--- src/asc_pkg.sv ---
package asc_pkg;

  // ----------------------------------------------------------------------
  // register map
  // ----------------------------------------------------------------------
  localparam logic [11:0] ASC_CON1_OFF = 12'h000;
  localparam logic [11:0] ASC_CON2_OFF = 12'h004;
  localparam logic [11:0] ASC_CON3_OFF = 12'h008;
  localparam logic [15:0] ASC_CON_RST  = 16'h0000;
  localparam logic [15:0] ASC_WMASK [3] = '{16'hB7EC, 16'hE73F, 16'h9F3F};
  localparam logic [15:0] ASC_SIM_M    = 16'h0008;
  localparam logic [15:0] ASC_CHCNT_M  = 16'h0300;

  // ----------------------------------------------------------------------
  // field positions
  // ----------------------------------------------------------------------
  localparam int ASC_ON_BIT    = 15;
  localparam int ASC_SIDL_BIT  = 13;
  localparam int ASC_DMABM_BIT = 12;
  localparam int ASC_RES12_BIT = 10;
  localparam int ASC_FORM_LSB  = 8;
  localparam int ASC_TRIG_LSB  = 5;
  localparam int ASC_SIM_BIT   = 3;
  localparam int ASC_AUTO_SAMPLE_START_BIT  = 2;
  localparam int ASC_SAMPLE_ACTIVE_BIT  = 1;
  localparam int ASC_DONE_BIT  = 0;
  localparam int ASC_REF_LSB   = 13;
  localparam int ASC_SCAN_BIT  = 10;
  localparam int ASC_CHCNT_LSB = 8;
  localparam int ASC_BUFFER_HALF_STATUS_BIT  = 7;
  localparam int ASC_SMPI_LSB  = 2;
  localparam int ASC_SPLIT_BIT = 1;
  localparam int ASC_ALTERNATE_SAMPLE_BIT  = 0;
  localparam int ASC_RC_BIT    = 15;
  localparam int ASC_SAMC_LSB  = 8;
  localparam int ASC_DIV_LSB   = 0;

  // ----------------------------------------------------------------------
  // codes and counts
  // ----------------------------------------------------------------------
  localparam logic [2:0] ASC_TRIG_SW    = 3'h0;
  localparam logic [2:0] ASC_TRIG_PIN   = 3'h1;
  localparam logic [2:0] ASC_TRIG_TIMER = 3'h2;
  localparam logic [2:0] ASC_TRIG_PWM   = 3'h3;
  localparam logic [2:0] ASC_TRIG_AUTO  = 3'h7;
  localparam logic [4:0] ASC_SAMC_MAX   = 5'h1F;

  typedef enum logic [2:0] {
    ASC_HOLD   = 3'b001,
    ASC_SAMPLE = 3'b010,
    ASC_CONV   = 3'b100
  } asc_state_t;

endpackage : asc_pkg

--- src/asc_sequence_control.sv ---
// The implementer's own choices: the AHB-Lite register port and the register addresses.
`timescale 1ns/100ps

module asc_sequence_control
  import asc_pkg::*;
(
  // ahb-lite slave
  input  wire logic        hclk,
  input  wire logic        hresetn,
  input  wire logic        hsel,
  input  wire logic [11:0] haddr,
  input  wire logic [1:0]  htrans,
  input  wire logic        hwrite,
  input  wire logic [2:0]  hsize,
  input  wire logic [31:0] hwdata,
  input  wire logic        hready,
  output logic             hreadyout,
  output logic             hresp,
  output logic [31:0]      hrdata,
  // device state and trigger sources
  input  wire logic        idle_mode,
  input  wire logic        trig_pin,
  input  wire logic        trig_timer,
  input  wire logic        trig_pwm,
  input  wire logic        rc_tick,
  // converter core
  input  wire logic        conv_done,
  input  wire logic [11:0] conv_data,
  output logic             conv_start,
  output logic             module_active,
  output logic             sampling,
  output logic             res12_mode,
  output logic             ref_pos_ext,
  output logic             ref_neg_ext,
  output logic             sim_sample,
  output logic [1:0]       chan_count,
  output logic             scan_active,
  output logic             use_sample_b,
  output logic             rc_clock_sel,
  output logic             tad_tick,
  // results and dma
  input  wire logic [4:0]  analog_index,
  input  wire logic [2:0]  dma_buf_len,
  output logic             result_valid,
  output logic [15:0]      result_word,
  output logic [1:0]       result_chan,
  output logic [11:0]      dma_addr,
  output logic             dma_req,
  output logic             converter_irq_flag
);

  // ----------------------------------------------------------------------
  // functions
  // ----------------------------------------------------------------------
  function automatic logic [1:0] asc_decode(input logic [11:0] a);
    logic [1:0] r;
    r = 2'h3;
    if (a == ASC_CON1_OFF) r = 2'h0;
    if (a == ASC_CON2_OFF) r = 2'h1;
    if (a == ASC_CON3_OFF) r = 2'h2;
    return r;
  endfunction : asc_decode

  function automatic logic [15:0] asc_format(input logic [11:0] d, input logic r12,
                                             input logic [1:0] f);
    logic [15:0] w;
    w = 16'h0000;
    if (r12) begin
      unique case (f)
        2'h0: w = {4'h0, d};
        2'h1: w = {{5{~d[11]}}, d[10:0]};
        2'h2: w = {d, 4'h0};
        2'h3: w = {~d[11], d[10:0], 4'h0};
      endcase
    end else begin
      unique case (f)
        2'h0: w = {6'h00, d[9:0]};
        2'h1: w = {{7{~d[9]}}, d[8:0]};
        2'h2: w = {d[9:0], 6'h00};
        2'h3: w = {~d[9], d[8:0], 6'h00};
      endcase
    end
    return w;
  endfunction : asc_format

  // ----------------------------------------------------------------------
  // registers and fields
  // ----------------------------------------------------------------------
  logic [15:0] con_reg  [3];
  logic [15:0] con_next [3];
  asc_state_t  state_reg, state_next;
  logic        wr_pend_reg;
  logic [1:0]  wr_idx_reg;
  logic        done_reg;
  logic        done_next;
  logic [5:0]  div_cnt_reg;
  logic [4:0]  sample_active_cnt_reg;
  logic [1:0]  ch_cnt_reg;
  logic [3:0]  op_cnt_reg;
  logic [3:0]  buf_ptr_reg;
  logic        half_reg;
  logic [6:0]  slot_reg;
  logic        on_d_reg;

  wire       module_on  = con_reg[0][ASC_ON_BIT];
  wire       stop_idle  = con_reg[0][ASC_SIDL_BIT];
  wire       dmabm      = con_reg[0][ASC_DMABM_BIT];
  wire       res12      = con_reg[0][ASC_RES12_BIT];
  wire [1:0] form       = con_reg[0][ASC_FORM_LSB +: 2];
  wire [2:0] trig       = con_reg[0][ASC_TRIG_LSB +: 3];
  wire       auto_sample_start       = con_reg[0][ASC_AUTO_SAMPLE_START_BIT];
  wire [2:0] refsel     = con_reg[1][ASC_REF_LSB +: 3];
  wire [1:0] chcnt      = res12 ? 2'h0 : con_reg[1][ASC_CHCNT_LSB +: 2];
  wire [3:0] smpi       = con_reg[1][ASC_SMPI_LSB +: 4];
  wire       split      = con_reg[1][ASC_SPLIT_BIT];
  wire       alternate_sample       = con_reg[1][ASC_ALTERNATE_SAMPLE_BIT];
  wire       rc_sel     = con_reg[2][ASC_RC_BIT];
  wire [4:0] samc       = con_reg[2][ASC_SAMC_LSB +: 5];
  wire [5:0] adcs       = con_reg[2][ASC_DIV_LSB +: 6];

  // ----------------------------------------------------------------------
  // bus decode
  // ----------------------------------------------------------------------
  wire       take     = hsel & htrans[1] & hready;
  wire [1:0] a_idx    = asc_decode(haddr);
  wire       wr1      = wr_pend_reg & (wr_idx_reg == 2'h0);
  wire       running  = module_on & ~(stop_idle & idle_mode);
  wire       sw_set   = wr1 & hwdata[ASC_SAMPLE_ACTIVE_BIT];
  wire       sw_end   = wr1 & ~hwdata[ASC_SAMPLE_ACTIVE_BIT] & (trig == ASC_TRIG_SW);
  // a sample time lowered while sampling still ends the sample instead of hanging
  wire       samc_hit = sample_active_cnt_reg >= samc;
  wire       conv_tk  = (state_reg == ASC_CONV) & conv_done;
  wire [1:0] nch_m1   = chcnt[1] ? 2'h3 : {1'b0, chcnt[0]};
  wire       seq_end  = conv_tk & (ch_cnt_reg == nch_m1);
  wire       evt      = seq_end & (op_cnt_reg == smpi);
  wire       on_rise  = module_on & ~on_d_reg;
  wire [7:0] blk      = 8'h01 << dma_buf_len;
  wire [6:0] blk_m1   = 7'(blk - 8'h01);
  wire [11:0] sg_addr = (12'(analog_index) << dma_buf_len) | {5'h00, slot_reg & blk_m1};

  logic end_sample;
  always_comb begin
    unique case (trig)
      ASC_TRIG_SW:    end_sample = sw_end;
      ASC_TRIG_PIN:   end_sample = trig_pin;
      ASC_TRIG_TIMER: end_sample = trig_timer;
      ASC_TRIG_PWM:   end_sample = trig_pwm;
      ASC_TRIG_AUTO:  end_sample = samc_hit;
      default:        end_sample = 1'b0;
    endcase
  end

  // ----------------------------------------------------------------------
  // control registers
  // ----------------------------------------------------------------------
  genvar gi;
  generate
    for (gi = 0; gi < 3; gi++) begin : g_con
      assign con_next[gi] = (wr_pend_reg && wr_idx_reg == 2'(gi)) ?
                            (hwdata[15:0] & ASC_WMASK[gi]) : con_reg[gi];
      always_ff @(posedge hclk or negedge hresetn) begin
        if (!hresetn) con_reg[gi] <= ASC_CON_RST;
        else          con_reg[gi] <= con_next[gi];
      end
    end
  endgenerate

  // read data is built from next values so a read right after a write sees it
  wire        r12n = con_next[0][ASC_RES12_BIT];
  wire [15:0] rd1  = (con_next[0] & (r12n ? ~ASC_SIM_M : 16'hFFFF)) |
                     (16'(state_reg == ASC_SAMPLE) << ASC_SAMPLE_ACTIVE_BIT) |
                     (16'(done_next) << ASC_DONE_BIT);
  wire [15:0] rd2  = (con_next[1] & (r12n ? ~ASC_CHCNT_M : 16'hFFFF)) |
                     (16'(half_reg) << ASC_BUFFER_HALF_STATUS_BIT);
  wire [15:0] rd_w = (a_idx == 2'h0) ? rd1 : (a_idx == 2'h1) ? rd2 :
                     (a_idx == 2'h2) ? con_next[2] : 16'h0000;

  always_ff @(posedge hclk or negedge hresetn) begin
    if (!hresetn) begin
      wr_pend_reg <= 1'b0;
      wr_idx_reg  <= 2'h3;
      hrdata      <= 32'h0000_0000;
      hreadyout   <= 1'b0;
      hresp       <= 1'b0;
    end else begin
      wr_pend_reg <= take & hwrite;
      wr_idx_reg  <= a_idx;
      hreadyout   <= 1'b1;
      hresp       <= 1'b0;
      if (take && !hwrite) hrdata <= {16'h0000, rd_w};
    end
  end

  // ----------------------------------------------------------------------
  // done flag: hardware set wins over a software clear
  // ----------------------------------------------------------------------
  always_comb begin
    done_next = done_reg;
    if (wr1 && !hwdata[ASC_DONE_BIT]) done_next = 1'b0;
    if (state_reg == ASC_SAMPLE && end_sample) done_next = 1'b0;
    if (seq_end) done_next = 1'b1;
  end

  always_ff @(posedge hclk or negedge hresetn) begin
    if (!hresetn) done_reg <= 1'b0;
    else          done_reg <= done_next;
  end

  // ----------------------------------------------------------------------
  // sequence state machine
  // ----------------------------------------------------------------------
  always_comb begin
    state_next = state_reg;
    unique case (state_reg)
      ASC_HOLD:   if (sw_set || auto_sample_start) state_next = ASC_SAMPLE;
      ASC_SAMPLE: if (end_sample) state_next = ASC_CONV;
      ASC_CONV:   if (seq_end) state_next = auto_sample_start ? ASC_SAMPLE : ASC_HOLD;
      default:    state_next = ASC_HOLD;
    endcase
    if (!running) state_next = ASC_HOLD;
  end

  always_ff @(posedge hclk or negedge hresetn) begin
    if (!hresetn) begin
      state_reg  <= ASC_HOLD;
      sampling   <= 1'b0;
      conv_start <= 1'b0;
    end else begin
      state_reg  <= state_next;
      sampling   <= state_next == ASC_SAMPLE;
      conv_start <= (state_reg == ASC_SAMPLE) && (state_next == ASC_CONV);
    end
  end

  // ----------------------------------------------------------------------
  // conversion clock and sample timer
  // ----------------------------------------------------------------------
  always_ff @(posedge hclk or negedge hresetn) begin
    if (!hresetn) begin
      div_cnt_reg <= 6'h00;
      tad_tick    <= 1'b0;
    end else if (!running || rc_sel) begin
      div_cnt_reg <= 6'h00;
      tad_tick    <= running & rc_tick;
    end else begin
      tad_tick    <= div_cnt_reg == adcs;
      div_cnt_reg <= (div_cnt_reg == adcs) ? 6'h00 : div_cnt_reg + 6'h01;
    end
  end

  // saturates so a 31-period setting cannot wrap
  always_ff @(posedge hclk or negedge hresetn) begin
    if (!hresetn)                      sample_active_cnt_reg <= 5'h00;
    else if (state_reg != ASC_SAMPLE)  sample_active_cnt_reg <= 5'h00;
    else if (tad_tick && sample_active_cnt_reg != ASC_SAMC_MAX)
      sample_active_cnt_reg <= sample_active_cnt_reg + 5'h01;
  end

  // ----------------------------------------------------------------------
  // channel, rate and buffer bookkeeping
  // ----------------------------------------------------------------------
  always_ff @(posedge hclk or negedge hresetn) begin
    if (!hresetn) begin
      ch_cnt_reg <= 2'h0;
      on_d_reg   <= 1'b0;
    end else begin
      on_d_reg <= module_on;
      if (state_reg != ASC_CONV) ch_cnt_reg <= 2'h0;
      else if (conv_tk)          ch_cnt_reg <= seq_end ? 2'h0 : ch_cnt_reg + 2'h1;
    end
  end

  always_ff @(posedge hclk or negedge hresetn) begin
    if (!hresetn) begin
      op_cnt_reg  <= 4'h0;
      buf_ptr_reg <= 4'h0;
      half_reg    <= 1'b0;
      slot_reg    <= 7'h00;
    end else if (on_rise) begin
      op_cnt_reg  <= 4'h0;
      buf_ptr_reg <= 4'h0;
      half_reg    <= 1'b0;
      slot_reg    <= 7'h00;
    end else if (evt) begin
      op_cnt_reg  <= 4'h0;
      half_reg    <= split & ~half_reg;
      buf_ptr_reg <= split ? {~half_reg, 3'h0} : 4'h0;
      slot_reg    <= slot_reg + 7'h01;
    end else begin
      if (seq_end) op_cnt_reg <= op_cnt_reg + 4'h1;
      if (conv_tk) buf_ptr_reg <= buf_ptr_reg + 4'h1;
    end
  end

  // ----------------------------------------------------------------------
  // result, dma and flag outputs
  // ----------------------------------------------------------------------
  always_ff @(posedge hclk or negedge hresetn) begin
    if (!hresetn) begin
      result_valid       <= 1'b0;
      result_word        <= 16'h0000;
      result_chan        <= 2'h0;
      dma_addr           <= 12'h000;
      dma_req            <= 1'b0;
      converter_irq_flag <= 1'b0;
    end else begin
      result_valid       <= conv_tk;
      converter_irq_flag <= evt;
      dma_req            <= evt;
      if (conv_tk) begin
        result_word <= asc_format(conv_data, res12, form);
        result_chan <= ch_cnt_reg;
        dma_addr    <= dmabm ? {8'h00, buf_ptr_reg} : sg_addr;
      end
    end
  end

  // ----------------------------------------------------------------------
  // configuration outputs
  // ----------------------------------------------------------------------
  always_ff @(posedge hclk or negedge hresetn) begin
    if (!hresetn) begin
      module_active <= 1'b0;
      res12_mode    <= 1'b0;
      ref_pos_ext   <= 1'b0;
      ref_neg_ext   <= 1'b0;
      sim_sample    <= 1'b0;
      chan_count    <= 2'h0;
      scan_active   <= 1'b0;
      use_sample_b  <= 1'b0;
      rc_clock_sel  <= 1'b0;
    end else begin
      module_active <= running;
      res12_mode    <= res12;
      ref_pos_ext   <= ~refsel[2] & refsel[0];
      ref_neg_ext   <= ~refsel[2] & refsel[1];
      sim_sample    <= ~res12 & con_reg[0][ASC_SIM_BIT] & (chcnt != 2'h0);
      chan_count    <= chcnt;
      scan_active   <= con_reg[1][ASC_SCAN_BIT] & ~use_sample_b;
      rc_clock_sel  <= rc_sel;
      if (!alternate_sample)        use_sample_b <= 1'b0;
      else if (seq_end) use_sample_b <= ~use_sample_b;
    end
  end
endmodule : asc_sequence_control

--- config.mk ---
export PLATFORM = sky130hd
export DESIGN_NAME = asc_sequence_control
export DESIGN_NICKNAME = d
export VERILOG_FILES = /design/src/asc_pkg.sv /design/src/asc_sequence_control.sv
export SDC_FILE = /design/constraint.sdc
export NUM_CORES = 1
export LEC_CHECK = 0
export BUFFER_PORTS_ARGS = -buffer_cell sky130_fd_sc_hd__buf_2
export CAP_MARGIN = 20
export CELL_PAD_IN_SITES_DETAIL_PLACEMENT = 1
export CELL_PAD_IN_SITES_GLOBAL_PLACEMENT = 1
export CORE_ASPECT_RATIO = 1.75
export CORE_UTILIZATION = 39
export CTS_BUF_LIST = sky130_fd_sc_hd__clkbuf_4
export DETAILED_ROUTE_END_ITERATION = 16
export PLACE_DENSITY = 0.77
export SLEW_MARGIN = 20
export SYNTH_ARGS = -nofsm -noshare
export SYNTH_HDL_FRONTEND = slang
export SYNTH_SLANG_ARGS = --single-unit
--- constraint.sdc ---
create_clock -name hclk -period 2 [get_ports hclk]
set_input_delay 0.1 -clock hclk [delete_from_list [all_inputs] [get_ports hclk]]
set_output_delay 0.1 -clock hclk [all_outputs]
set_load 0.05 [all_outputs]
==> run_results.csv <==
group,metric,value,unit
timing,period_needed,1.93,ns
timing,fmax,518,MHz
placed_design,dp_cells,1060,
timing,fin_crit_sh,0.964,
pwr,p_per_area,771,mW/mm2
cts,numCtsBuffers,17,
timing,hold_viol,0,
logic_synthesis,synth.top_cell.area_share,0.501,
timing,setup_viol,0,
timing,tightest_slew,0.532,ns
detailed_routing,wl_per_cell,17.4,um
detailed_routing,drtIter0Drc,232,
detailed_routing,routed_wl,19900,um
flow_run,cap_violations,0,
final_layout,fillCellCount,2121,
floorplanning,start_util,0.398,
hold_path,worstHoldPathType,"in -> reg",
cts,clk_latency,0.58,ns
logic_synthesis,syn_inst,701,
critical_path,worstReg2RegStart,"wr_idx_reg[1]",
critical_path,critPathMaxStageDelay,0.60,ns
cts,cts_tree,"built",
final_layout,largest_reg_flops,40,
critical_path,crit_start,"wr_idx_reg[1]",
critical_path,startpoint_type,"register",
hold_path,min_from,"analog_index[3]",
pwr,vdd_drop_max,0.361,mV
floorplanning,core-area,0.0181,mm2
detailed_routing,firstDrtPassIters,5,
pwr,p_leak,0.00443,uW
grt,grt_pass1_wl,32600,um
placed_design,io_buffers,122,
timing,fin_skew,0.0350,ns
logic_synthesis,synthTopCellsByArea,"dfrtp_1 50%, nand2_1 5.1%, mux2_2 4.5%, mux2i_1 2.6%, a21oi_1 2.5%",
cts,cts_sinks,147,
final_layout,final_nets,981,
logic_synthesis,ys.flop_type,"dfrtp_1",
grt,grt_max_degree,69,
cts,clk_pin_slew,0.16,ns
detailed_routing,ant_nets,0,
logic_synthesis,ys_warn_count,0,
critical_path,critPathMaxFanout,6,
timing,setup-tns-final,0,ns
run_status,outcome,"completed",
final_layout,area_growth,25.2,%
critical_path,crit_path_top_delay_cell,"dfstp_2",
logic_synthesis,synth_edf_count,0,
critical_path,crit_path_frequent_cell,"buf_4",
floorplanning,pin_count,160,
cts,cts-root-buf,"clkbuf_4",
timing,drv_slew,0,
grt,track_usage,0.222,
floorplanning,die_h,182,um
floorplanning,rows,65,
critical_path,cp.required,2.46,ns
grt,first_global_vias,6308,
detailed_routing,drc_errors,0,
logic_synthesis,ys_ff_latch,147,
placed_design,dp_hpwl,14200,um
cts,cts_buffer_depth,2,
floorplanning,die_w,105,um
logic_synthesis,synth.most_common_cell,"dfrtp_1",
logic_synthesis,synth.cell_area,0.00719,mm2
final_layout,final_cells,1138,
critical_path,crit_path_end_kind,"register",
logic_synthesis,ys_seq_area_frac,0.512,
cts,htree_levels,4,
logic_synthesis,synth_largest_area_cell,"dfrtp_1",
logic_synthesis,synth_common_cells,"144 x dfrtp_1, 98 x nand2_1, 45 x nor2_1",
grt,overflow,0,
floorplanning,die-area,0.0190,mm2
placed_design,globalplace.congestion,0.845,
detailed_routing,num_vias,5866,
critical_path,cp.arrival,2.39,ns
critical_path,worst-setup-path-type,"reg -> reg",
grt,antenna_found_initial,1,
logic_synthesis,avgSynthCellArea,10.3,um2
timing,max_slew_margin,0.643,
timing,rsz0062_at_grt,"yes",
logic_synthesis,synth_cell_type_count,64,
detailed_routing,vias_per_cell,5.15,
critical_path,path_cells,"nand3b_1 -> buf_4 -> buf_4 -> mux2_2 -> o21ba_2 -> a21oi_1 -> o31ai_1",
final_layout,drive_above_1_share,0.276,
logic_synthesis,synthArstFlopShare,1.00,
==> cell usage in the layout, fill, tap and decap left out, types with 4 or more instances in the layout <==
master | netlist | final
buf_4 | 18 | 32
o211ai_1 | 4 | 4
nand2_1 | 98 | 98
nand3b_1 | 9 | 9
a21o_1 | 7 | 7
dfrtp_1 | 144 | 144
conb_1 | 2 | 18
mux2_2 | 29 | 29
xnor2_1 | 8 | 8
a211oi_1 | 5 | 5
a21oi_1 | 36 | 36
inv_8 | 0 | 6
nor2_1 | 45 | 45
o21ba_2 | 7 | 7
inv_6 | 0 | 4
nand3_1 | 12 | 12
and2_1 | 14 | 14
buf_12 | 0 | 4
o31ai_1 | 15 | 15
inv_1 | 25 | 25
o22ai_1 | 5 | 5
nor3_1 | 10 | 10
dlygate4sd3_1 | 0 | 44
a31oi_1 | 7 | 7
o21ai_0 | 34 | 34
a22o_1 | 4 | 4
clkbuf_4 | 0 | 17
mux2i_1 | 19 | 19
ha_1 | 11 | 11
and3_1 | 5 | 4
nand2b_1 | 10 | 10
buf_2 | 3 | 121
nand4_1 | 9 | 9
xor2_1 | 16 | 16
nor3b_1 | 4 | 4
nor2b_1 | 13 | 13
==> worst paths after layout <==
| path | endpoint | slack (ns) | cells past startpoint |
|---|---|---|---|
| min reg2reg | con_reg[28] | 0.48 | 2 |
| max | hrdata[10] | 0.07 | 7 |
| min | dma_addr[9] | 0.05 | 5 |
| max in group asynchronous | state_reg[0] | 0.98 | 4 |
| max reg2reg | hrdata[10] | 0.07 | 7 |
| min in group asynchronous | hreadyout | 0.59 | 4 |
==> worst max-delay path: cells and delay by family (launching register included) <==
family	cells	cell delay (ns)
compound gates	3	0.41
buf+inv	2	0.34
flops	1	0.60
mux	1	0.34
simple gates	1	0.14
==> final cells by class <==
cell class	instances	area, um2	share of cell area
Antenna cell	1	2.50	0.000278
Clock buffer	17	128	0.0142
Clock inverter	15	183	0.0203
Inverter	26	97.6	0.0108
Multi-Input combinational cell	495	3220	0.358
Sequential cell	147	3680	0.409
Tap cell	234	293	0.0325
Timing Repair Buffer	203	1390	0.154
==> power by group <==
group          switching, uW  internal, uW  total (uW)
sequential               173          3200        3380
clock                   1330           706        2040
combinational           1060           465        1520
==> cell families after synthesis <==
kind of cell | count (synthesis) | synth area share
compound gates | 140 | 0.126
xor+xnor | 26 | 0.0369
fa+ha+maj | 11 | 0.0192
buf+inv | 75 | 0.0512
flops | 147 | 0.512
mux | 48 | 0.0719
other cells | 2 | 0.00105
simple gates | 252 | 0.181
==> per-stage QoR <==
stage	power (uW)	utilization	hold slack (ns)	setup WS, ns	instance area, um2
final	6940	0.498	0.0497	0.0711	9000
after global routing	7300	0.498	0.0451	-0.0384	9000
after CTS	7030	0.496	0.000141	0.0168	8950
after detailed placement	4900	0.454	0.0242	0.0548	8190
after global placement	4850	0.454	0.0223	0.0773	8190
after floorplan	4420	-	-0.196	0.128	7250
==> timing repair <==
| item | 4_1_cts | 5_1_grt |
|---|---|---|
| buffers inserted | 0 | 0 |
| hold endpoints to repair | 222 | 2 |
| gates resized for setup | 0 | 7 |
| hold buffers | 44 | 1 |
| endpoints found under the setup margin | 0 | 9 |
==> metal layers <==
| metal | vias up | global-route usage | share of wire |
|---|---|---|---|
| li1 | 2783 | - | - |
| met1 | 2887 | 0.238 | 0.38 |
| met2 | 154 | 0.419 | 0.56 |
| met3 | 42 | 0.0341 | 0.027 |
| met4 | 0 | 0.108 | 0.038 |
| met5 | - | 0 | 0 |
No activity file was read; power rests on OpenSTA's default activity.
